===== config.mk =====
export PLATFORM = sky130hd
export DESIGN_NAME = cmt_timer
export DESIGN_NICKNAME = d
export VERILOG_FILES = /design/src/core/cmt_edge_det.v /design/src/core/cmt_timer.v
export VERILOG_INCLUDE_DIRS = /design/src /design/src/core
export SDC_FILE = /design/constraint.sdc
export NUM_CORES = 1
export LEC_CHECK = 0
export ABC_AREA = 1
export CAP_MARGIN = 25
export CORE_MARGIN = 5
export CORE_UTILIZATION = 40
export CTS_BUF_LIST = sky130_fd_sc_hd__clkbuf_4
export DETAILED_ROUTE_END_ITERATION = 7
export DONT_BUFFER_PORTS = 1
export MAX_ROUTING_LAYER = met4
export PLACE_DENSITY = 0.6
export RECOVER_POWER = 25
export SYNTH_ARGS = -nofsm -noshare
export SYNTH_HDL_FRONTEND = slang
export SYNTH_SLANG_ARGS = --single-unit

===== constraint.sdc =====
create_clock -name ref_clk -period 6.4 [get_ports ref_clk]
set_input_delay 1.28 -clock ref_clk [delete_from_list [all_inputs] [get_ports ref_clk]]
set_output_delay 1.28 -clock ref_clk [all_outputs]
set_load 0.02 [all_outputs]

===== src/core/cmt_consts.vh =====
/*
  Constants of the compare timer: register offsets on the 8-bit peripheral
  bus, field positions, reset values, power-mode codes and count-clock
  dividers. Assumes it is included by its bare name from the core files.
*/
`ifndef CMT_CONSTS_VH
`define CMT_CONSTS_VH

// Register offsets on the 3-bit byte address
`define CMT_OFF_COUNT_HI    3'h0
`define CMT_OFF_COUNT_LO    3'h1
`define CMT_OFF_COMPARE_HI  3'h2
`define CMT_OFF_COMPARE_LO  3'h3
`define CMT_OFF_CTRL        3'h4
`define CMT_OFF_CTRL_STATUS 3'h5
`define CMT_OFF_CLK_STOP    3'h6

// Reset values
`define CMT_RST_COUNT       16'h0000
`define CMT_RST_COMPARE     16'hffff
`define CMT_RST_CTRL        8'h00
`define CMT_RST_STATUS      8'h00
`define CMT_RST_CLK_STOP    8'hff
`define CMT_UNMAPPED_READ   8'hff

// Timer control fields
`define CMT_CTRL_OUT_LEVEL_HI 7
`define CMT_CTRL_SEL_HI_MSB   6
`define CMT_CTRL_SEL_HI_LSB   4
`define CMT_CTRL_OUT_LEVEL_LO 3
`define CMT_CTRL_SEL_LO_MSB   2
`define CMT_CTRL_SEL_LO_LSB   0

// Timer control/status fields
`define CMT_ST_WRAP_FLAG_HI   7
`define CMT_ST_MATCH_FLAG_HI  6
`define CMT_ST_WRAP_IRQ_EN_HI 5
`define CMT_ST_CLEAR_HI       4
`define CMT_ST_WRAP_FLAG_LO   3
`define CMT_ST_MATCH_FLAG_LO  2
`define CMT_ST_WRAP_IRQ_EN_LO 1
`define CMT_ST_CLEAR_LO       0
`define CMT_ST_FLAG_MASK      8'hcc

// Clock stop register: module run bit and the two bits that read as one
`define CMT_STOP_RUN_BIT      2
`define CMT_STOP_FIXED_ONES   8'hc0

// Power modes of the surrounding chip
`define CMT_MODE_ACTIVE       3'h0
`define CMT_MODE_SLEEP        3'h1
`define CMT_MODE_WATCH        3'h2
`define CMT_MODE_SUBACTIVE    3'h3
`define CMT_MODE_SUBSLEEP     3'h4
`define CMT_MODE_STANDBY      3'h5

// Count-clock selections (low two bits of a clock-select field)
`define CMT_SEL_DIV32         2'h0
`define CMT_SEL_DIV16         2'h1
`define CMT_SEL_DIV4          2'h2
`define CMT_SEL_WATCH4        2'h3

// Prescaler terminal counts
`define CMT_PRE_DIV32_END     5'h1f
`define CMT_PRE_DIV16_END     4'hf
`define CMT_PRE_DIV4_END      2'h3
`define CMT_WATCH_DIV4_END    2'h3

`endif


===== src/core/cmt_edge_det.v =====
/*
  Two-flop synchroniser with rise and fall pulse outputs.
  Assumes the input level holds for at least two clock periods so that
  every change is seen.
*/
`timescale 1ns/100ps
`default_nettype none

module cmt_edge_det (
  // Clock and reset
  input  wire ref_clk,
  input  wire sys_rst,
  // Level in, edge pulses out
  input  wire level_in,
  output reg  rise_r,
  output reg  fall_r
);

  reg meta_r;
  reg sync_r;
  reg last_r;

  // The first stage feeds only the second; edges are taken after it
  always @(posedge ref_clk or posedge sys_rst) begin
    if (sys_rst) begin
      meta_r <= 1'b0;
      sync_r <= 1'b0;
      last_r <= 1'b0;
      rise_r <= 1'b0;
      fall_r <= 1'b0;
    end else begin
      meta_r <= level_in;
      sync_r <= meta_r;
      last_r <= sync_r;
      rise_r <= sync_r & ~last_r;
      fall_r <= ~sync_r & last_r;
    end
  end

endmodule // cmt_edge_det

`default_nettype wire


===== src/core/cmt_timer.v =====
/*
  Compare timer: one 16-bit up-counter or two 8-bit counters, each with a
  compare byte, clear on match, flags, interrupt requests and a toggling pin.
  Assumes an 8-bit CPU bus with one-cycle read and write strobes, interrupt
  enables and edge select from the interrupt controller, and a power-mode
  code from the system controller. The watch clock is a slow level sampled
  here.

// Summary of operation
// - Low clear-on-match bit set clears the low counter on its match; reset zero.
// - Module run bit zero stops the timer; it resets to one.
// - In 8-bit mode byte accesses work in any order.
// - Upper-byte write fills the latch; lower-byte write commits both bytes.
// - Counter upper read latches the lower byte; lower read returns the latch.
// - Compare reads return register bytes directly.
// - High select MSB zero gives 16-bit mode; one splits into two 8-bit counters.
// - Reset: counter zero, compare all ones, control and status zero.
// - 16-bit match sets high flag, toggles high pin, requests, optionally clears.
// - 16-bit wrap sets high wrap flag; request needs both enables.
// - Each 8-bit half matches independently with flag, toggle, request, clear.
// - Each 8-bit half wrap sets its flag; request needs both enables.
// - Select fields choose system clock /32, /16, /4 or watch clock /4.
// - Low select MSB zero counts external event edges chosen by edge select.
// - Each pin drives its written level and inverts on each match.
// - Match fires when the counter leaves the matching value.
// - Counting per power mode; halted in standby and module standby.
// - Watch clock passes a synchroniser; one-period count error tolerated.
// - Flags set by hardware only; cleared by read-one then write-zero.
*/
`timescale 1ns/100ps
`default_nettype none
`include "cmt_consts.vh"

module cmt_timer (
  // Clock and reset
  input  wire       ref_clk,
  input  wire       sys_rst,
  // CPU byte bus
  input  wire [2:0] bus_addr,
  input  wire       bus_wr,
  input  wire       bus_rd,
  input  wire [7:0] bus_wdata,
  output reg  [7:0] bus_rdata_r,
  // System state and interrupt controller settings
  input  wire [2:0] power_mode,
  input  wire       timer_irq_en_hi,
  input  wire       timer_irq_en_lo,
  input  wire       event_edge_sel,
  // Count sources
  input  wire       watch_clk_in,
  input  wire       event_in_pin,
  // Pins and interrupt requests
  output reg        toggle_pin_hi_r,
  output reg        toggle_pin_lo_r,
  output reg        irq_req_hi_r,
  output reg        irq_req_lo_r
);

  // One-hot state of the read/write byte latch
  localparam [1:0] TMP_IDLE = 2'b01;
  localparam [1:0] TMP_HELD = 2'b10;

  reg [15:0] count_reg_r;
  reg [15:0] count_reg_nxt;
  reg [15:0] compare_reg_r;
  reg [7:0]  timer_ctrl_r;
  reg [7:0]  timer_ctrl_status_r;
  reg [7:0]  status_nxt;
  reg [7:0]  clk_stop_r;
  reg [7:0]  temp_r;
  reg [1:0]  tmp_state_r;
  reg [3:0]  clear_armed_r;
  reg [4:0]  pre_r;
  reg [1:0]  wdiv_r;
  reg [7:0]  rdata_nxt;

  wire watch_rise;
  wire event_rise;
  wire event_fall;

  // Function that picks an internal count tick from a two-bit selection
  function src_tick;
    input [1:0] sel;
    input       t32;
    input       t16;
    input       t4;
    input       tw4;
    begin
      case (sel)
        `CMT_SEL_DIV32: src_tick = t32;
        `CMT_SEL_DIV16: src_tick = t16;
        `CMT_SEL_DIV4:  src_tick = t4;
        default:        src_tick = tw4;
      endcase
    end
  endfunction

  // Function that says whether a source may count in the given power mode
  function run_ok;
    input [2:0] mode;
    input       is_watch;
    begin
      if ((mode == `CMT_MODE_ACTIVE) || (mode == `CMT_MODE_SLEEP))
        run_ok = 1'b1;
      else if ((mode == `CMT_MODE_WATCH) || (mode == `CMT_MODE_SUBACTIVE) || (mode == `CMT_MODE_SUBSLEEP))
        run_ok = is_watch;
      else
        run_ok = 1'b0;
    end
  endfunction

  // Watch clock and event pin both pass a synchroniser
  cmt_edge_det u_watch_sync (
    .ref_clk  (ref_clk),
    .sys_rst  (sys_rst),
    .level_in (watch_clk_in),
    .rise_r   (watch_rise),
    .fall_r   ()
  );

  cmt_edge_det u_event_sync (
    .ref_clk  (ref_clk),
    .sys_rst  (sys_rst),
    .level_in (event_in_pin),
    .rise_r   (event_rise),
    .fall_r   (event_fall)
  );

  // Field views
  wire       split_mode  = timer_ctrl_r[`CMT_CTRL_SEL_HI_MSB];
  wire [1:0] sel_hi      = timer_ctrl_r[`CMT_CTRL_SEL_HI_LSB+1:`CMT_CTRL_SEL_HI_LSB];
  wire [1:0] sel_lo      = timer_ctrl_r[`CMT_CTRL_SEL_LO_LSB+1:`CMT_CTRL_SEL_LO_LSB];
  wire       ext_lo      = ~timer_ctrl_r[`CMT_CTRL_SEL_LO_MSB];
  wire       module_run  = clk_stop_r[`CMT_STOP_RUN_BIT];
  wire       clr_hi      = timer_ctrl_status_r[`CMT_ST_CLEAR_HI];
  wire       clr_lo      = timer_ctrl_status_r[`CMT_ST_CLEAR_LO];
  wire       wrap_en_hi  = timer_ctrl_status_r[`CMT_ST_WRAP_IRQ_EN_HI];
  wire       wrap_en_lo  = timer_ctrl_status_r[`CMT_ST_WRAP_IRQ_EN_LO];

  // Bus strobes; writes are refused outside active and subactive
  wire wr_ok = bus_wr & ((power_mode == `CMT_MODE_ACTIVE) || (power_mode == `CMT_MODE_SUBACTIVE));
  wire wr_cnt_hi = wr_ok & (bus_addr == `CMT_OFF_COUNT_HI);
  wire wr_cnt_lo = wr_ok & (bus_addr == `CMT_OFF_COUNT_LO);
  wire wr_cmp_hi = wr_ok & (bus_addr == `CMT_OFF_COMPARE_HI);
  wire wr_cmp_lo = wr_ok & (bus_addr == `CMT_OFF_COMPARE_LO);
  wire wr_ctrl   = wr_ok & (bus_addr == `CMT_OFF_CTRL);
  wire wr_status = wr_ok & (bus_addr == `CMT_OFF_CTRL_STATUS);
  wire wr_stop   = wr_ok & (bus_addr == `CMT_OFF_CLK_STOP);
  wire rd_cnt_hi = bus_rd & (bus_addr == `CMT_OFF_COUNT_HI);
  wire rd_status = bus_rd & (bus_addr == `CMT_OFF_CTRL_STATUS);

  // In 16-bit mode upper-byte writes only load the latch
  wire cnt_hi_direct = wr_cnt_hi & split_mode;
  wire cnt_lo_commit = wr_cnt_lo;
  wire cmp_hi_direct = wr_cmp_hi & split_mode;

  // Prescaler ticks: system clock /32, /16, /4 and watch clock /4
  wire t32 = (pre_r == `CMT_PRE_DIV32_END);
  wire t16 = (pre_r[3:0] == `CMT_PRE_DIV16_END);
  wire t4  = (pre_r[1:0] == `CMT_PRE_DIV4_END);
  wire tw4 = watch_rise & (wdiv_r == `CMT_WATCH_DIV4_END);

  // Low tick: external event edge or internal source
  wire ev_tick   = event_edge_sel ? event_rise : event_fall;
  wire raw_lo    = ext_lo ? ev_tick : src_tick(sel_lo, t32, t16, t4, tw4);
  wire lo_watch  = ~ext_lo & (sel_lo == `CMT_SEL_WATCH4);
  wire tick_lo   = raw_lo & module_run & run_ok(power_mode, lo_watch);
  // High tick: shares the low tick in 16-bit mode
  wire raw_hi    = src_tick(sel_hi, t32, t16, t4, tw4);
  wire hi_watch  = (sel_hi == `CMT_SEL_WATCH4);
  wire tick_hi8  = raw_hi & module_run & run_ok(power_mode, hi_watch);
  wire tick_hi   = split_mode ? tick_hi8 : tick_lo;

  // Matches fire on the tick that leaves the equal value; a compare write in that cycle voids them
  wire eq_lo     = (count_reg_r[7:0] == compare_reg_r[7:0]);
  wire eq_hi     = (count_reg_r[15:8] == compare_reg_r[15:8]);
  wire match_lo  = tick_lo & eq_lo & ~wr_cmp_lo;
  wire match_h8  = tick_hi8 & eq_hi & ~cmp_hi_direct;
  wire match_16  = tick_lo & eq_lo & eq_hi & ~wr_cmp_lo;
  wire match_hi  = split_mode ? match_h8 : match_16;
  // Wraps; a counter write in the same cycle suppresses the event
  wire wrap_lo   = tick_lo & (count_reg_r[7:0] == 8'hff) & ~cnt_lo_commit;
  wire wrap_h8   = tick_hi8 & (count_reg_r[15:8] == 8'hff) & ~cnt_hi_direct;
  wire wrap_16   = tick_lo & (count_reg_r == 16'hffff) & ~cnt_lo_commit;
  wire wrap_hi   = split_mode ? wrap_h8 : wrap_16;

  // Counter next value
  always @* begin
    count_reg_nxt = count_reg_r;
    if (split_mode) begin
      if (match_lo && clr_lo)
        count_reg_nxt[7:0] = 8'h00;
      else if (tick_lo)
        count_reg_nxt[7:0] = count_reg_r[7:0] + 8'h01;
      if (match_h8 && clr_hi)
        count_reg_nxt[15:8] = 8'h00;
      else if (tick_hi)
        count_reg_nxt[15:8] = count_reg_r[15:8] + 8'h01;
      if (cnt_hi_direct)
        count_reg_nxt[15:8] = bus_wdata;
      if (cnt_lo_commit)
        count_reg_nxt[7:0] = bus_wdata;
    end else begin
      if (match_16 && clr_hi)
        count_reg_nxt = 16'h0000;
      else if (tick_lo)
        count_reg_nxt = count_reg_r + 16'h0001;
      if (cnt_lo_commit)
        count_reg_nxt = {temp_r, bus_wdata};
    end
  end

  // Status next value: hardware sets win over a software clear in the same cycle
  always @* begin
    status_nxt = timer_ctrl_status_r;
    if (wr_status) begin
      status_nxt = (timer_ctrl_status_r & `CMT_ST_FLAG_MASK) | (bus_wdata & ~`CMT_ST_FLAG_MASK);
      // Flags clear only on a zero written after they were read as one
      if (clear_armed_r[3] && !bus_wdata[`CMT_ST_WRAP_FLAG_HI])
        status_nxt[`CMT_ST_WRAP_FLAG_HI] = 1'b0;
      if (clear_armed_r[2] && !bus_wdata[`CMT_ST_MATCH_FLAG_HI])
        status_nxt[`CMT_ST_MATCH_FLAG_HI] = 1'b0;
      if (clear_armed_r[1] && !bus_wdata[`CMT_ST_WRAP_FLAG_LO])
        status_nxt[`CMT_ST_WRAP_FLAG_LO] = 1'b0;
      if (clear_armed_r[0] && !bus_wdata[`CMT_ST_MATCH_FLAG_LO])
        status_nxt[`CMT_ST_MATCH_FLAG_LO] = 1'b0;
    end
    if (wrap_hi)
      status_nxt[`CMT_ST_WRAP_FLAG_HI] = 1'b1;
    if (match_hi)
      status_nxt[`CMT_ST_MATCH_FLAG_HI] = 1'b1;
    if (wrap_lo)
      status_nxt[`CMT_ST_WRAP_FLAG_LO] = 1'b1;
    if (match_lo)
      status_nxt[`CMT_ST_MATCH_FLAG_LO] = 1'b1;
  end

  // Read data decode
  always @* begin
    if (bus_addr == `CMT_OFF_COUNT_HI)
      rdata_nxt = count_reg_r[15:8];
    else if (bus_addr == `CMT_OFF_COUNT_LO)
      rdata_nxt = (!split_mode && tmp_state_r == TMP_HELD) ? temp_r : count_reg_r[7:0];
    else if (bus_addr == `CMT_OFF_COMPARE_HI)
      rdata_nxt = compare_reg_r[15:8];
    else if (bus_addr == `CMT_OFF_COMPARE_LO)
      rdata_nxt = compare_reg_r[7:0];
    else if (bus_addr == `CMT_OFF_CTRL)
      rdata_nxt = timer_ctrl_r;
    else if (bus_addr == `CMT_OFF_CTRL_STATUS)
      rdata_nxt = timer_ctrl_status_r;
    else if (bus_addr == `CMT_OFF_CLK_STOP)
      rdata_nxt = clk_stop_r | `CMT_STOP_FIXED_ONES;
    else
      rdata_nxt = `CMT_UNMAPPED_READ;
  end

  // Prescaler and watch divider run whenever the module runs
  always @(posedge ref_clk or posedge sys_rst) begin
    if (sys_rst) begin
      pre_r  <= 5'h00;
      wdiv_r <= 2'h0;
    end else begin
      if (module_run) begin
        pre_r <= pre_r + 5'h01;
        if (watch_rise)
          wdiv_r <= wdiv_r + 2'h1;
      end
    end
  end

  // Byte latch: upper writes and upper counter reads fill it in 16-bit mode
  always @(posedge ref_clk or posedge sys_rst) begin
    if (sys_rst) begin
      temp_r      <= 8'h00;
      tmp_state_r <= TMP_IDLE;
    end else begin
      case (tmp_state_r)
        TMP_IDLE: begin
          if (!split_mode && (wr_cnt_hi || wr_cmp_hi)) begin
            temp_r      <= bus_wdata;
            tmp_state_r <= TMP_HELD;
          end else if (!split_mode && rd_cnt_hi) begin
            temp_r      <= count_reg_r[7:0];
            tmp_state_r <= TMP_HELD;
          end
        end
        TMP_HELD: begin
          // Software must follow an upper access with the lower one; a stray access reloads
          if (!split_mode && (wr_cnt_hi || wr_cmp_hi))
            temp_r <= bus_wdata;
          else if (!split_mode && rd_cnt_hi)
            temp_r <= count_reg_r[7:0];
          else if (wr_cnt_lo || wr_cmp_lo || (bus_rd && bus_addr == `CMT_OFF_COUNT_LO))
            tmp_state_r <= TMP_IDLE;
        end
        default: tmp_state_r <= TMP_IDLE;
      endcase
    end
  end

  // Registers
  always @(posedge ref_clk or posedge sys_rst) begin
    if (sys_rst) begin
      count_reg_r         <= `CMT_RST_COUNT;
      compare_reg_r       <= `CMT_RST_COMPARE;
      timer_ctrl_r        <= `CMT_RST_CTRL;
      timer_ctrl_status_r <= `CMT_RST_STATUS;
      clk_stop_r          <= `CMT_RST_CLK_STOP;
      clear_armed_r       <= 4'h0;
      bus_rdata_r         <= 8'h00;
    end else begin
      count_reg_r         <= count_reg_nxt;
      timer_ctrl_status_r <= status_nxt;
      if (cmp_hi_direct)
        compare_reg_r[15:8] <= bus_wdata;
      if (wr_cmp_lo)
        compare_reg_r <= split_mode ? {compare_reg_r[15:8], bus_wdata} : {temp_r, bus_wdata};
      if (wr_ctrl)
        timer_ctrl_r <= bus_wdata;
      if (wr_stop)
        clk_stop_r <= bus_wdata | `CMT_STOP_FIXED_ONES;
      // Arming follows the last status read; any status write disarms
      if (rd_status)
        clear_armed_r <= {timer_ctrl_status_r[`CMT_ST_WRAP_FLAG_HI], timer_ctrl_status_r[`CMT_ST_MATCH_FLAG_HI],
                          timer_ctrl_status_r[`CMT_ST_WRAP_FLAG_LO], timer_ctrl_status_r[`CMT_ST_MATCH_FLAG_LO]};
      else if (wr_status)
        clear_armed_r <= 4'h0;
      if (bus_rd)
        bus_rdata_r <= rdata_nxt;
    end
  end

  // Output pins: a control write sets the level and wins over a same-cycle match
  always @(posedge ref_clk or posedge sys_rst) begin
    if (sys_rst) begin
      toggle_pin_hi_r <= 1'b0;
      toggle_pin_lo_r <= 1'b0;
    end else begin
      if (wr_ctrl)
        toggle_pin_hi_r <= bus_wdata[`CMT_CTRL_OUT_LEVEL_HI];
      else if (match_hi)
        toggle_pin_hi_r <= ~toggle_pin_hi_r;
      if (wr_ctrl)
        toggle_pin_lo_r <= bus_wdata[`CMT_CTRL_OUT_LEVEL_LO];
      else if (match_lo)
        toggle_pin_lo_r <= ~toggle_pin_lo_r;
    end
  end

  // Interrupt requests, one cycle per event; the low request exists only in 8-bit mode
  always @(posedge ref_clk or posedge sys_rst) begin
    if (sys_rst) begin
      irq_req_hi_r <= 1'b0;
      irq_req_lo_r <= 1'b0;
    end else begin
      irq_req_hi_r <= timer_irq_en_hi & (match_hi | (wrap_hi & wrap_en_hi));
      irq_req_lo_r <= split_mode & timer_irq_en_lo & (match_lo | (wrap_lo & wrap_en_lo));
    end
  end

endmodule // cmt_timer

`default_nettype wire


==> results.yml <==
cts:
  cts_tree: "built"
  cts_sinks: 96
  worst_skew_pair.late_latency_ns: 0.52
  cts_resized: 0
  cts_inserted_buffers: 9
  path_clk_slew_ns: 0.15
  h-tree-depth: 3
  cts_buffer_depth: 2
  cts_root_buf: "clkbuf_4"
  post_cts_buffers: 0
  cts_hold_buf: 0
worst_hold_path:
  hold_depth: 0
  worstHoldStart: "u_watch_sync.meta_r"
  hp-class: "reg2reg"
place:
  dpl_cell_area_mm2: 0.00590
  dp.final_hpwl_um: 12800
  portBuffers: 0
  place_congestion: 0.960
finish:
  layout-area-overhead-vs-synth_pct: 4.48
  design_area_mm2: 0.00604
  layout.nets: 805
  seqCellArea_mm2: 0.00243
  layout-drive-gt1-share: 0.100
  fillerInstances: 1488
  multi_input_area_mm2: 0.00279
timing:
  hold_ws_ns: 0.369
  finalCritPeriodShare: 0.440
  min_period_ns: 2.82
  worst_slew_pin_slew_ns: 1.62
  rsz0062_at_grt: "false"
  fin_worst_skew_ns: 0.0232
  final_max_slew_viol_count: 38
  max_freq_mhz: 355
  setup_viol: 0
  final-hold-violation-count: 0
  slew_headroom: -0.0873
  setup_tns_ns: 0
logic_synthesis:
  syn-mean-instance-area_um2: 7.38
  synth_top_area_share: 0.316
  async_flop_share: 1.00
  synth_nets: 814
  yosysMostFrequentCell: "nand2_1"
  syn_inst: 784
  seq_area_frac_synth: 0.420
  synth_warnings: 0
  ys_ff_latch: 96
  synthTopCellsByCount: "nand2_1, inv_1, o21ai_0"
  ys_types: 47
  synth_area_leaders: "dfrtp_1, nand2_1, dfstp_2, o21ai_0, inv_1"
  syn-cell-area_mm2: 0.00578
  synth_edf_count: 0
  ys.flop_type: "dfrtp_1"
  synth_top_area_cell: "dfrtp_1"
worst_setup_path:
  crit_cells: 15
  r2r_start: "pre_r[0]"
  worstPathArrival_ns: 3.24
  crit_path_top_delay_cell: "nand4_1"
  cp.required_ns: 6.82
  crit_start: "pre_r[0]"
  end_kind: "flip-flop"
  path_max_fanout: 8
  reg2reg_depth: 15
  cpMostUsedCell: "nand2_1"
  cpPeakStageDelay_ns: 0.54
  timing.critical_path.buf_inv: 2
  path_cells: "ha_1, nand3_1, inv_1, ha_1, inv_1, nand2_1, nand2_1, nor2_1, nand2_1, nor2_1, nand4_1, nand3_1, nand2_1, nor2_1, a21oi_1"
  cp-start-kind: "flip-flop"
  critPathTopFamily: "simple AND/OR/NAND/NOR gates"
  crit_type: "reg2reg"
route:
  wl_um: 17300
  wl_per_cell_um: 17.9
  first_pass_iters: 5
  drc: 0
  avgViaCountPerCell: 5.32
  vias: 5140
  drtIter0Drc: 496
  drtAntennaViolNets: 0
outcome:
  failed_checks: "capacitance limit, slew limit"
  outcome: "finished with violations"
floorplanning:
  dieWidth_um: 130
  die_h_um: 130
  io_pins: 35
  initial_utilization: 0.403
  core_mm2: 0.0144
  dieArea_mm2: 0.0170
  placementRows: 44
flow_run:
  maxCapViolCount: 1
grt:
  grt_pass1_wl_um: 27300
  grt_pass1_vias: 4698
  grt_usage: 0.221
  grt_max_degree: 61
  overflow: 0
  antenna_found_initial: 2
power:
  max-vdd-ir-drop_v: 0.000174
  power.density_mw_per_mm2: 364
  p_leak_uw: 0.00298
-- worst paths after layout --
kind / to / slack, ns
max: count_reg_r[10] / 3.58
min: u_watch_sync.sync_r / 0.37
max reg2reg: count_reg_r[10] / 3.58
min reg2reg: u_watch_sync.sync_r / 0.37
max in group asynchronous: temp_r[2] / 3.94
min in group asynchronous: pre_r[1] / 1.02
-- cells in the final DEF, fill, tap and decap left out, drive strengths merged --
| master | count |
|---|---|
| o21ai | 89 |
| dfrtp | 73 |
| o31ai | 2 |
| o221ai | 1 |
| clkinv | 5 |
| inv | 114 |
| nand3 | 35 |
| xnor2 | 5 |
| or2 | 1 |
| a211oi | 2 |
| nand3b | 1 |
| dfstp | 23 |
| bufinv | 1 |
| nor2 | 77 |
| o22ai | 8 |
| ha | 7 |
| o21a | 1 |
| nand2 | 230 |
| o211ai | 21 |
| nor3 | 4 |
| clkbuf | 9 |
| a21oi | 38 |
| nand4 | 6 |
| a31oi | 3 |
| o32ai | 1 |
| diode | 2 |
| a21boi | 1 |
| clkinvlp | 2 |
| mux2 | 3 |
| xor2 | 14 |
| buf | 1 |
| o2111ai | 2 |
-- stage by stage --
stage	std cells	worst slack (ns)	total power [µW]	util
global placement	948	3.16	1850	0.411
CTS	964	3.63	2200	0.420
global route	966	3.31	2380	0.421
finish	966	3.58	2200	0.421
detailed placement	948	3.19	1850	0.411
floorplan	784	2.65	1630	-
-- cells by family after synthesis --
logic type,count (synthesis),share of synthesized area
buffers and inverters,136,0.0969
and+or+nand+nor,354,0.256
DFF,96,0.420
muxes,3,0.00584
xor gates and xnor gates,19,0.0288
adders and majority gates,7,0.0151
AOI/OAI and AO/OA,169,0.177
-- cell type report --
class	instances	share of cell area
Multi-Input combinational cell	552	0.462
Sequential cell	96	0.402
Tap cell	184	0.0381
Timing Repair Buffer	1	0.00124
Clock buffer	9	0.0112
Clock inverter	7	0.0118
Antenna cell	2	0.000828
Inverter	115	0.0725
-- power breakdown --
part	total (µW)	switching (µW)	internal, µW
combinational	839	533	306
sequential	1010	210	802
clock	349	230	119
-- layer usage --
layer,part of all wire,vias up,GRT usage,wire length [µm]
met5,0,-,-,0
met4,0.031,0,0.0782,540
met3,0.074,37,0.0467,1280
met2,0.44,212,0.314,7540
met1,0.46,2385,0.310,7960
li1,-,2506,-,-
-- sequential cells by signal, summed over array words and instances, names as in the netlist, 2 cells and up --
signal / flops
bus_rdata_r: 8
clear_armed_r: 4
clk_stop_r: 6
compare_reg_r: 16
count_reg_r: 16
pre_r: 5
temp_r: 8
timer_ctrl_r: 8
timer_ctrl_status_r: 8
tmp_state_r: 2
wdiv_r: 2
No activity file was read; power rests on OpenSTA's default activity.
